$ cat src/cscc_defs.svh
`ifndef CSCC_DEFS_SVH
`define CSCC_DEFS_SVH
// register byte addresses on the bus
`define CSCC_STATUS_ADDR 8'h00
`define CSCC_CORE_ADDR 8'h04
`define CSCC_PAGE_ADDR 8'h08
`define CSCC_PRIO_ADDR 8'h0C
// status word bit positions
`define CSCC_C_BIT 0
`define CSCC_Z_BIT 1
`define CSCC_OV_BIT 2
`define CSCC_N_BIT 3
`define CSCC_RPT_BIT 4
`define CSCC_IPL_LO 5
`define CSCC_IPL_HI 7
`define CSCC_DC_BIT 8
`define CSCC_LOOP_BIT 9
`define CSCC_SAB_BIT 10
`define CSCC_OAB_BIT 11
`define CSCC_SB_BIT 12
`define CSCC_SA_BIT 13
`define CSCC_OB_BIT 14
`define CSCC_OA_BIT 15
// core control bit positions
`define CSCC_IF_BIT 0
`define CSCC_RND_BIT 1
`define CSCC_PSV_BIT 2
`define CSCC_CPU_PRIORITY_TOP_BIT_BIT 3
`define CSCC_SAT_MODE_SELECT_BIT 4
`define CSCC_MEM_WRITE_SAT_ENABLE_BIT 5
`define CSCC_ACC_B_SAT_ENABLE_BIT 6
`define CSCC_ACC_A_SAT_ENABLE_BIT 7
`define CSCC_DL_LO 8
`define CSCC_DL_HI 10
`define CSCC_EDT_BIT 11
`define CSCC_US_BIT 12
// reset values
`define CSCC_STATUS_RST 16'h0000
`define CSCC_CORE_RST 16'h0020
`define CSCC_PAGE_RST 8'h00
// divide length in instruction cycles
`define CSCC_DIV_CYCLES 5'h13
// data window base in data space
`define CSCC_WIN_BASE 16'h8000
`endif

$ cat src/cscc_pkg.sv
package cscc_pkg;
   typedef enum logic [1:0] {CSCC_ADD, CSCC_SUB, CSCC_LOGIC} cscc_alu_op_type;
   typedef enum {CSCC_ACC_IDLE, CSCC_ACC_RUN} cscc_acc_state_type;
endpackage

$ cat src/cscc_acc_sat.sv
`timescale 1ns/10ps
`include "cscc_defs.svh"
// one accumulator: guard overflow detect and saturation
module cscc_acc_sat
   import cscc_pkg::*;
(
   input wire logic [39:0] accIn,
   input wire logic satEnable,
   input wire logic satSuper,
   output logic [39:0] accOut,
   output logic guardOverflow,
   output logic satEvent
);
   logic over31;
   logic neg;
   // guard bits 39..32 not identical means recoverable overflow
   assign guardOverflow = !((&accIn[39:32]) || !(|accIn[39:32]));
   // bits 39..31 not identical means the 1.31 range is exceeded
   assign over31 = !((&accIn[39:31]) || !(|accIn[39:31]));
   assign neg = accIn[39];
   // saturate to 1.31 limits in normal mode only, super mode passes the sum through
   always_comb
   begin
      accOut = accIn;
      satEvent = 1'b0;
      if (satEnable && !satSuper && over31)
      begin
         accOut = neg ? 40'hFF80000000 : 40'h007FFFFFFF;
         satEvent = 1'b1;
      end
   end
endmodule // cscc_acc_sat

$ cat src/cscc_divider.sv
`timescale 1ns/10ps
`include "cscc_defs.svh"
// iterative divide step counter, holds state across interrupts
module cscc_divider
   import cscc_pkg::*;
(
   input wire logic clock,
   input wire logic reset,
   input wire logic divStep,
   input wire logic divStart,
   output logic divDone,
   output logic [4:0] divCount
);
   logic [4:0] count_ff;
   // counter only advances on an executed step, so stalls keep it
   always_ff @(posedge clock or posedge reset)
   begin
      if (reset)
         count_ff <= 5'h00;
      else if (divStart)
         count_ff <= 5'h00;
      else if (divStep && count_ff != `CSCC_DIV_CYCLES)
         count_ff <= count_ff + 5'h01;
   end
   assign divCount = count_ff;
   assign divDone = (count_ff == `CSCC_DIV_CYCLES);
endmodule // cscc_divider

$ cat src/cscc_status_core.sv
// Implementation choices: the placing of the registers and the AHB-Lite slave port.
`timescale 1ns/10ps
`include "cscc_defs.svh"
module cscc_status_core
   import cscc_pkg::*;
(
   input wire logic clock,
   input wire logic reset,
   input wire logic [7:0] haddr,
   input wire logic [1:0] htrans,
   input wire logic hwrite,
   input wire logic [2:0] hsize,
   input wire logic [31:0] hwdata,
   input wire logic hsel,
   input wire logic hready,
   output logic [31:0] hrdata,
   output logic hreadyout,
   output logic hresp,
   input wire logic aluValid,
   input wire logic [1:0] aluOp,
   input wire logic aluByte,
   input wire logic [15:0] aluA,
   input wire logic [15:0] aluB,
   input wire logic accValid,
   input wire logic accSelB,
   input wire logic [39:0] accSum,
   input wire logic repeatActive,
   input wire logic loopStart,
   input wire logic loopEnd,
   input wire logic nestingDisable,
   input wire logic divStep,
   input wire logic divStart,
   input wire logic trapEntry,
   input wire logic [15:0] dataAddr,
   output logic [39:0] accResult,
   output logic [15:0] aluResult,
   output logic [3:0] cpuPriority,
   output logic userIntDisable,
   output logic loopTerminate,
   output logic progWindowHit,
   output logic [22:0] progAddr,
   output logic divDone,
   output logic mulInteger,
   output logic mulUnsigned,
   output logic roundConventional,
   output logic memWriteSat
);
   cscc_alu_op_type op;
   logic carryFlag_ff, zeroFlag_ff, negFlag_ff, wrapFlag_ff, halfFlag_ff;
   logic accAOver_ff, accBOver_ff, accASat_ff, accBSat_ff;
   logic [2:0] priLow_ff;
   logic priTop_ff, progWinEn_ff, roundSel_ff, intMode_ff, signSel_ff;
   logic accASatEn_ff, accBSatEn_ff, memSatEn_ff, satMode_ff;
   logic [2:0] loopDepth_ff;
   logic [7:0] progPage_ff;
   logic rptSync1_ff, rptSync_ff, nstSync1_ff, nstSync_ff;
   logic wrPend_ff;
   logic [7:0] wrAddr_ff;
   logic [31:0] hrdata_ff;
   logic [39:0] accResult_ff;
   logic [15:0] aluResult_ff;
   logic [3:0] cpuPriority_ff;
   logic userIntDis_ff, loopTerm_ff, progHit_ff, divDone_ff;
   logic [22:0] progAddr_ff;
   logic [16:0] sum;
   logic [15:0] res;
   logic resNeg, resZero, cOut, hOut, ovOut;
   logic [4:0] nibSum;
   logic [8:0] byteSum;
   logic [39:0] sat_mode_select;
   logic guardOv, satEv, divDoneW;
   logic [15:0] statusWord, coreWord;
   logic busWrite, wrStatus, wrCore, wrPage;
   logic accASet, accBSet;

   assign op = cscc_alu_op_type'(aluOp);

   // alu result with byte or word flag sources
   always_comb
   begin
      sum = 17'h00000;
      res = 16'h0000;
      nibSum = 5'h00;
      byteSum = 9'h000;
      unique case (op)
         CSCC_ADD:
         begin
            sum = {1'b0, aluA} + {1'b0, aluB};
            nibSum = {1'b0, aluA[3:0]} + {1'b0, aluB[3:0]};
            byteSum = {1'b0, aluA[7:0]} + {1'b0, aluB[7:0]};
         end
         CSCC_SUB:
         begin
            sum = {1'b0, aluA} + {1'b0, ~aluB} + 17'h00001;
            nibSum = {1'b0, aluA[3:0]} + {1'b0, ~aluB[3:0]} + 5'h01;
            byteSum = {1'b0, aluA[7:0]} + {1'b0, ~aluB[7:0]} + 9'h001;
         end
         default: sum = {1'b0, aluA & aluB};
      endcase
      res = sum[15:0];
   end
   assign resNeg = aluByte ? res[7] : res[15];
   assign resZero = aluByte ? (res[7:0] == 8'h00) : (res == 16'h0000);
   assign cOut = aluByte ? byteSum[8] : sum[16];
   assign hOut = aluByte ? nibSum[4] : byteSum[8];
   assign ovOut = aluByte
      ? ((aluA[7] == (op == CSCC_SUB ? ~aluB[7] : aluB[7])) && (res[7] != aluA[7]))
      : ((aluA[15] == (op == CSCC_SUB ? ~aluB[15] : aluB[15])) && (res[15] != aluA[15]));

   // accumulator saturation block
   cscc_acc_sat accSatUnit (
      .accIn(accSum),
      .satEnable(accSelB ? accBSatEn_ff : accASatEn_ff),
      .satSuper(satMode_ff),
      .accOut(sat_mode_select),
      .guardOverflow(guardOv),
      .satEvent(satEv)
   );

   // divide step tracking
   cscc_divider divUnit (
      .clock(clock),
      .reset(reset),
      .divStep(divStep),
      .divStart(divStart),
      .divDone(divDoneW),
      .divCount()
   );

   // pin synchronisers
   always_ff @(posedge clock or posedge reset)
   begin
      if (reset)
      begin
         rptSync1_ff <= 1'b0;
         rptSync_ff <= 1'b0;
         nstSync1_ff <= 1'b0;
         nstSync_ff <= 1'b0;
      end
      else
      begin
         rptSync1_ff <= repeatActive;
         rptSync_ff <= rptSync1_ff;
         nstSync1_ff <= nestingDisable;
         nstSync_ff <= nstSync1_ff;
      end
   end

   // ahb address phase capture
   always_ff @(posedge clock or posedge reset)
   begin
      if (reset)
      begin
         wrPend_ff <= 1'b0;
         wrAddr_ff <= 8'h00;
      end
      else if (hready)
      begin
         wrPend_ff <= hsel && htrans[1] && hwrite;
         wrAddr_ff <= haddr;
      end
   end
   assign busWrite = wrPend_ff;
   assign wrStatus = busWrite && wrAddr_ff == `CSCC_STATUS_ADDR;
   assign wrCore = busWrite && wrAddr_ff == `CSCC_CORE_ADDR;
   assign wrPage = busWrite && wrAddr_ff == `CSCC_PAGE_ADDR;
   assign accASet = accValid && !accSelB && satEv;
   assign accBSet = accValid && accSelB && satEv;

   // mcu alu flags, hardware update wins over software write
   always_ff @(posedge clock or posedge reset)
   begin
      if (reset)
      begin
         carryFlag_ff <= 1'b0;
         zeroFlag_ff <= 1'b0;
         negFlag_ff <= 1'b0;
         wrapFlag_ff <= 1'b0;
         halfFlag_ff <= 1'b0;
      end
      else if (aluValid)
      begin
         carryFlag_ff <= cOut;
         zeroFlag_ff <= resZero;
         negFlag_ff <= resNeg;
         wrapFlag_ff <= (op == CSCC_LOGIC) ? 1'b0 : ovOut;
         halfFlag_ff <= hOut;
      end
      else if (wrStatus)
      begin
         carryFlag_ff <= hwdata[`CSCC_C_BIT];
         zeroFlag_ff <= hwdata[`CSCC_Z_BIT];
         negFlag_ff <= hwdata[`CSCC_N_BIT];
         wrapFlag_ff <= hwdata[`CSCC_OV_BIT];
         halfFlag_ff <= hwdata[`CSCC_DC_BIT];
      end
   end

   // accumulator overflow and sticky saturation flags
   always_ff @(posedge clock or posedge reset)
   begin
      if (reset)
      begin
         accAOver_ff <= 1'b0;
         accBOver_ff <= 1'b0;
         accASat_ff <= 1'b0;
         accBSat_ff <= 1'b0;
      end
      else
      begin
         if (accValid && !accSelB)
            accAOver_ff <= guardOv;
         if (accValid && accSelB)
            accBOver_ff <= guardOv;
         if (accASet)
            accASat_ff <= 1'b1;
         else if (wrStatus && (!hwdata[`CSCC_SA_BIT] || !hwdata[`CSCC_SAB_BIT]))
            accASat_ff <= 1'b0;
         if (accBSet)
            accBSat_ff <= 1'b1;
         else if (wrStatus && (!hwdata[`CSCC_SB_BIT] || !hwdata[`CSCC_SAB_BIT]))
            accBSat_ff <= 1'b0;
      end
   end

   // priority bits, locked while nesting disabled
   always_ff @(posedge clock or posedge reset)
   begin
      if (reset)
         priLow_ff <= 3'h0;
      else if (wrStatus && !nstSync_ff)
         priLow_ff <= hwdata[`CSCC_IPL_HI:`CSCC_IPL_LO];
   end

   // core control fields
   always_ff @(posedge clock or posedge reset)
   begin
      if (reset)
      begin
         intMode_ff <= 1'b0;
         roundSel_ff <= 1'b0;
         progWinEn_ff <= 1'b0;
         satMode_ff <= 1'b0;
         memSatEn_ff <= 1'b1;
         accBSatEn_ff <= 1'b0;
         accASatEn_ff <= 1'b0;
         signSel_ff <= 1'b0;
      end
      else if (wrCore)
      begin
         intMode_ff <= hwdata[`CSCC_IF_BIT];
         roundSel_ff <= hwdata[`CSCC_RND_BIT];
         progWinEn_ff <= hwdata[`CSCC_PSV_BIT];
         satMode_ff <= hwdata[`CSCC_SAT_MODE_SELECT_BIT];
         memSatEn_ff <= hwdata[`CSCC_MEM_WRITE_SAT_ENABLE_BIT];
         accBSatEn_ff <= hwdata[`CSCC_ACC_B_SAT_ENABLE_BIT];
         accASatEn_ff <= hwdata[`CSCC_ACC_A_SAT_ENABLE_BIT];
         signSel_ff <= hwdata[`CSCC_US_BIT];
      end
   end

   // priority top bit: trap entry raises it, software may only clear it
   always_ff @(posedge clock or posedge reset)
   begin
      if (reset)
         priTop_ff <= 1'b0;
      else if (trapEntry)
         priTop_ff <= 1'b1;
      else if (wrCore && !hwdata[`CSCC_CPU_PRIORITY_TOP_BIT_BIT])
         priTop_ff <= 1'b0;
   end

   // block loop nesting depth
   always_ff @(posedge clock or posedge reset)
   begin
      if (reset)
         loopDepth_ff <= 3'h0;
      else if (loopStart && !loopEnd && loopDepth_ff != 3'h7)
         loopDepth_ff <= loopDepth_ff + 3'h1;
      else if (loopEnd && !loopStart && loopDepth_ff != 3'h0)
         loopDepth_ff <= loopDepth_ff - 3'h1;
   end

   // program window page
   always_ff @(posedge clock or posedge reset)
   begin
      if (reset)
         progPage_ff <= `CSCC_PAGE_RST;
      else if (wrPage)
         progPage_ff <= hwdata[7:0];
   end

   // read views of both words
   assign statusWord = {accAOver_ff, accBOver_ff, accASat_ff, accBSat_ff,
      accAOver_ff | accBOver_ff, accASat_ff | accBSat_ff,
      loopDepth_ff != 3'h0, halfFlag_ff, priLow_ff, rptSync_ff,
      negFlag_ff, wrapFlag_ff, zeroFlag_ff, carryFlag_ff};
   assign coreWord = {3'h0, signSel_ff, 1'b0, loopDepth_ff, accASatEn_ff,
      accBSatEn_ff, memSatEn_ff, satMode_ff, priTop_ff, progWinEn_ff,
      roundSel_ff, intMode_ff};

   // bus read data, zero for unmapped addresses
   always_ff @(posedge clock or posedge reset)
   begin
      if (reset)
         hrdata_ff <= 32'h00000000;
      else if (hready && hsel && htrans[1] && !hwrite)
      begin
         unique case (haddr)
            `CSCC_STATUS_ADDR: hrdata_ff <= {16'h0000, statusWord};
            `CSCC_CORE_ADDR: hrdata_ff <= {16'h0000, coreWord};
            `CSCC_PAGE_ADDR: hrdata_ff <= {24'h000000, progPage_ff};
            `CSCC_PRIO_ADDR: hrdata_ff <= {28'h0000000, priTop_ff, priLow_ff};
            default: hrdata_ff <= 32'h00000000;
         endcase
      end
   end

   // registered block outputs
   always_ff @(posedge clock or posedge reset)
   begin
      if (reset)
      begin
         accResult_ff <= 40'h0000000000;
         aluResult_ff <= 16'h0000;
         cpuPriority_ff <= 4'h0;
         userIntDis_ff <= 1'b0;
         loopTerm_ff <= 1'b0;
         progHit_ff <= 1'b0;
         progAddr_ff <= 23'h000000;
         divDone_ff <= 1'b0;
      end
      else
      begin
         accResult_ff <= sat_mode_select;
         aluResult_ff <= res;
         cpuPriority_ff <= {priTop_ff, priLow_ff};
         userIntDis_ff <= priTop_ff || priLow_ff == 3'h7;
         loopTerm_ff <= wrCore && hwdata[`CSCC_EDT_BIT];
         progHit_ff <= progWinEn_ff && dataAddr[15];
         progAddr_ff <= {progPage_ff, dataAddr[14:0]};
         divDone_ff <= divDoneW;
      end
   end

   assign hrdata = hrdata_ff;
   assign hreadyout = 1'b1;
   assign hresp = 1'b0;
   assign accResult = accResult_ff;
   assign aluResult = aluResult_ff;
   assign cpuPriority = cpuPriority_ff;
   assign userIntDisable = userIntDis_ff;
   assign loopTerminate = loopTerm_ff;
   assign progWindowHit = progHit_ff;
   assign progAddr = progAddr_ff;
   assign divDone = divDone_ff;
   assign mulInteger = intMode_ff;
   assign mulUnsigned = signSel_ff;
   assign roundConventional = roundSel_ff;
   assign memWriteSat = memSatEn_ff;

   a_sticky_hold: assert property (@(posedge clock) disable iff (reset)
      accASat_ff && !wrStatus |=> accASat_ff) else $error("sticky A lost");
   a_sat_sets: assert property (@(posedge clock) disable iff (reset)
      accBSet |=> accBSat_ff) else $error("sticky B not set");
   a_zero_flag: assert property (@(posedge clock) disable iff (reset)
      aluValid |=> zeroFlag_ff == $past(resZero)) else $error("zero wrong");
   a_carry_flag: assert property (@(posedge clock) disable iff (reset)
      aluValid |=> carryFlag_ff == $past(cOut)) else $error("carry wrong");
   a_prio_lock: assert property (@(posedge clock) disable iff (reset)
      nstSync_ff |=> $stable(priLow_ff)) else $error("priority changed");
   a_edt_zero: assert property (@(posedge clock) disable iff (reset)
      coreWord[`CSCC_EDT_BIT] == 1'b0) else $error("terminate bit reads one");
   a_prio_out: assert property (@(posedge clock) disable iff (reset)
      priTop_ff |=> userIntDis_ff) else $error("interrupts not disabled");
   a_combined_or: assert property (@(posedge clock) disable iff (reset)
      statusWord[`CSCC_OAB_BIT] == (accAOver_ff | accBOver_ff)) else $error("or wrong");
endmodule // cscc_status_core

$ cat config.mk
export PLATFORM = sky130hd
export DESIGN_NAME = cscc_status_core
export DESIGN_NICKNAME = d
export VERILOG_FILES = /design/src/cscc_pkg.sv /design/src/cscc_acc_sat.sv /design/src/cscc_divider.sv /design/src/cscc_status_core.sv
export VERILOG_INCLUDE_DIRS = /design/src
export SDC_FILE = /design/constraint.sdc
export NUM_CORES = 1
export LEC_CHECK = 0
export CORE_MARGIN = 10
export CORE_UTILIZATION = 40
export CTS_BUF_LIST = sky130_fd_sc_hd__clkbuf_8
export DETAILED_ROUTE_END_ITERATION = 12
export DONT_BUFFER_PORTS = 1
export PLACE_DENSITY = 0.57
export SYNTH_ARGS = -nofsm -noshare
export SYNTH_HDL_FRONTEND = slang
export SYNTH_SLANG_ARGS = --single-unit
$ cat constraint.sdc
create_clock -name clock -period 11.25 [get_ports clock]
set_input_delay 0.5625 -clock clock [delete_from_list [all_inputs] [get_ports clock]]
set_output_delay 0.5625 -clock clock [all_outputs]
set_load 0.005 [all_outputs]
==> run summary <==
Htree depth: 4
Sequential cell area fraction in the yosys report: 0.495
Die X-Extent: 159 um
Tot Pwr: 1.27 mW
Hold_ws: 0.0543 ns
Predominant post-synthesis flop cell: dfrtp_1
Status: finished clean
Post-synth cell types: 70
Gate Count Post-Synth: 748
Hold Buf Count CTS: 0
DPL Wire Length: 16500 um
Setup repair after global routing missed its margin: false
Slew @ Worst Pin: 1.16 ns
Area share of the largest cell type after synthesis: 0.491
Final GP Congestion: 0.822
Syn Std Cell Area: 0.00774 mm^2
Peak VDD IR: 0.0562 mV
Nature of the critical path endpoint: flop
Syn avg cell area: 10.4 um^2
Post-synth EDFFs: 0
DRC errors left: 0
Total track usage: 0.161
FFs w/ async S/R, synth: 1.00
Crit-path slowest cell: or4b_4
Synth area leader: dfrtp_1
Final #Nets: 923
Max-Cap Viols: 0
Most used cell, CP: o31ai_2
Core area: 0.0189 mm^2
Initial core utilization: 0.410
Area Overhead vs Synth: 7.38%
Worst setup SP type: input port
Setup Crit Path Kind: input port to flop
DR iter-0 viols: 273
Setup_tns: 0 ns
Top achievable clock speed: 342 MHz
DR vias/cell: 5.38
Clock skew: 0.0140 ns
Post-CTS setup repair buffer count: 0
TritonCTS clock tree: built
Sink Count: 153
Wire length per cell: 20.7 um
Synth warn: 0
Die Y: 159 um
Layout cells sized above 1: 0.115
First-pass GRT wire length: 32900 um
Setup violations, final: 0
Largest net degree at the start of global routing: 86
CTS Buf Count: 17
Root buf cell: clkbuf_8
Row count: 50
Final Cycle Share: 0.260
Minimum clock period: 2.92 ns
CTS-repair resized insts: 0
Hold Path Class: input port to async pin
Longest Clk Path Bufs: 2
Clk pin slew, worst setup/hold paths: 0.09 ns
Worst path bufs/invs: 1
Port bufs: 0
Relative slew slack: 0.224
Later-pin clock latency in the skew report: 0.44 ns
Initial antenna violation count: 1
Synth top area cells: dfrtp_1 (49%), ha_1 (5.5%), mux2_2 (4.7%)
Antenna Violating Nets Remaining: 0
Vias in the first global route: 5672
Critical Path, Cell by Cell: inv_1, ha_1, fa_1, mux2i_1, xor2_1, mux2_4, or4b_4, a2111oi_2, o211ai_1, o31ai_2, nand2b_1, o31ai_2
Post-synthesis sequential element count: 153
Diodes inserted: 0
Grt ovf: 0
Ports: 276
CP Max Fanout: 2
Lkg Pwr: 3.84 nW
Data required, critical path: 11.60 ns
Final hold vios: 0
DRT Wirelength: 20800 um
Vias: 5424
Delay-heaviest family, CP: compound AO/OA/AOI/OAI gates
WP data arrival: 3.28 ns
CP peak stage delay: 0.54 ns
Die area: 0.0253 mm^2
Final Max Slew Viols: 0
Drt pass-1 iters: 4
Pwr Density: 153 mW/mm^2
## final timing paths
| kind | slack (ns) | endpoint | startpoint | cells after the start |
|---|---|---|---|---|
| min reg2reg | 0.36 | rptSync_ff | rptSync1_ff | 0 |
| max reg2reg | 8.92 | carryFlag_ff | wrAddr_ff[5] | 6 |
| max in group asynchronous | 9.72 | progAddr[1] | reset | 2 |
| min in group clock | 0.14 | accResult[39] | accSum[39] | 0 |
| max | 8.33 | zeroFlag_ff | aluA[0] | 12 |
| min | 0.05 | progAddr[10] | reset | 1 |
## flip-flops by register name, summed over array words and instances (netlist names), 3 cells and up
name,flops
progAddr,23
hrdata,16
aluResult,16
loopDepth_ff,3
cpuPriority,4
divUnit.divCount,5
priLow_ff,3
wrAddr_ff,8
progPage_ff,8
accResult,40
## area by class of cell
cell class	count	area [um^2]
timing repair buffer	3	22.5
inverter	40	155
tap	260	325
fill	1854	10600
multi-input combinational	520	3560
clock inverter	14	173
sequential	153	3830
clock buffer	18	248
## kinds of logic after synthesis
family / share of synthesized area
DFF: 0.495
xor gates and xnor gates: 0.0204
other: 0.000970
AOI/OAI and AO/OA: 0.161
adders and majority gates: 0.0627
buffers and inverters: 0.0535
and+or+nand+nor: 0.130
muxes: 0.0766
## synthesized netlist by cell type, drive strengths merged, types with 3 or more instances
master  count
clkbuf     30
mux2i      15
nor3b       3
a21oi      45
or4         3
a31oi       4
nand2      65
o21ai      40
o22ai       4
a21o       35
xnor2      11
a211oi      7
fa          3
nand3       5
inv        39
ha         34
nand2b      8
mux4        3
or2         3
a22o        3
o211ai      8
dfrtp     152
nor2b       9
nand4       5
nand3b      3
mux2       33
or3         3
nor3       13
and3        5
nor4        7
buf        21
and2        6
o21bai      3
nor2       60
xor2        7
o31ai      17
## worst reg2reg max path, cell delays in order (launching register included)
cell     delay [ns]
dfrtp_1        0.39
nor4b_1        0.49
nand2_1        0.16
nor3_1         0.62
mux2i_1        0.30
o22a_1         0.17
o21ai_0        0.09
## metal layers
layer,global-route usage,part of all wire,vias up
met3,0.0607,0.087,19
met4,0.0404,0.012,0
met1,0.181,0.38,2660
met2,0.282,0.52,183
met5,0,0,-
li1,-,-,2562
## power by group
group / total (mW) / internal [mW] / switching [mW]
clock network: 0.432 / 0.226 / 0.205
registers: 0.639 / 0.595 / 0.0444
logic: 0.200 / 0.0884 / 0.111
## metrics by stage
| stage | worst slack, ns | util | area (um^2) | instances |
|---|---|---|---|---|
| 5_1_grt | 8.18 | 0.440 | 8320 | 1008 |
| 3_3_place_gp | 7.88 | 0.418 | 7900 | 976 |
| 3_5_place_dp | 7.86 | 0.418 | 7900 | 976 |
| 6_report | 8.33 | 0.440 | 8320 | 1008 |
| 4_1_cts | 8.32 | 0.440 | 8320 | 1008 |
| 2_1_floorplan | 6.57 | - | 7800 | 764 |
## cells in the final DEF, fill, tap and decap left out, types with 4 or more instances in the layout
cell type and n:
o22ai_1 4, conb_1 18, nor2_1 59, inv_1 37, clkbuf_8 18, clkinv_4 4, o31ai_1 15, nand2b_1 8
nor2b_1 9, dfrtp_1 152, xor2_1 7, a21oi_1 45, a31oi_1 4, o211ai_1 8, mux2_2 32, nor3_1 13
a21o_1 35, o21ai_0 40, ha_1 34, nand2_1 65, a211oi_1 7, nand3_1 5, nand4_1 5, nor4_1 6
xnor2_1 11, mux2i_1 15, and2_1 6, and3_1 5
No activity file was read; power rests on OpenSTA's default activity.
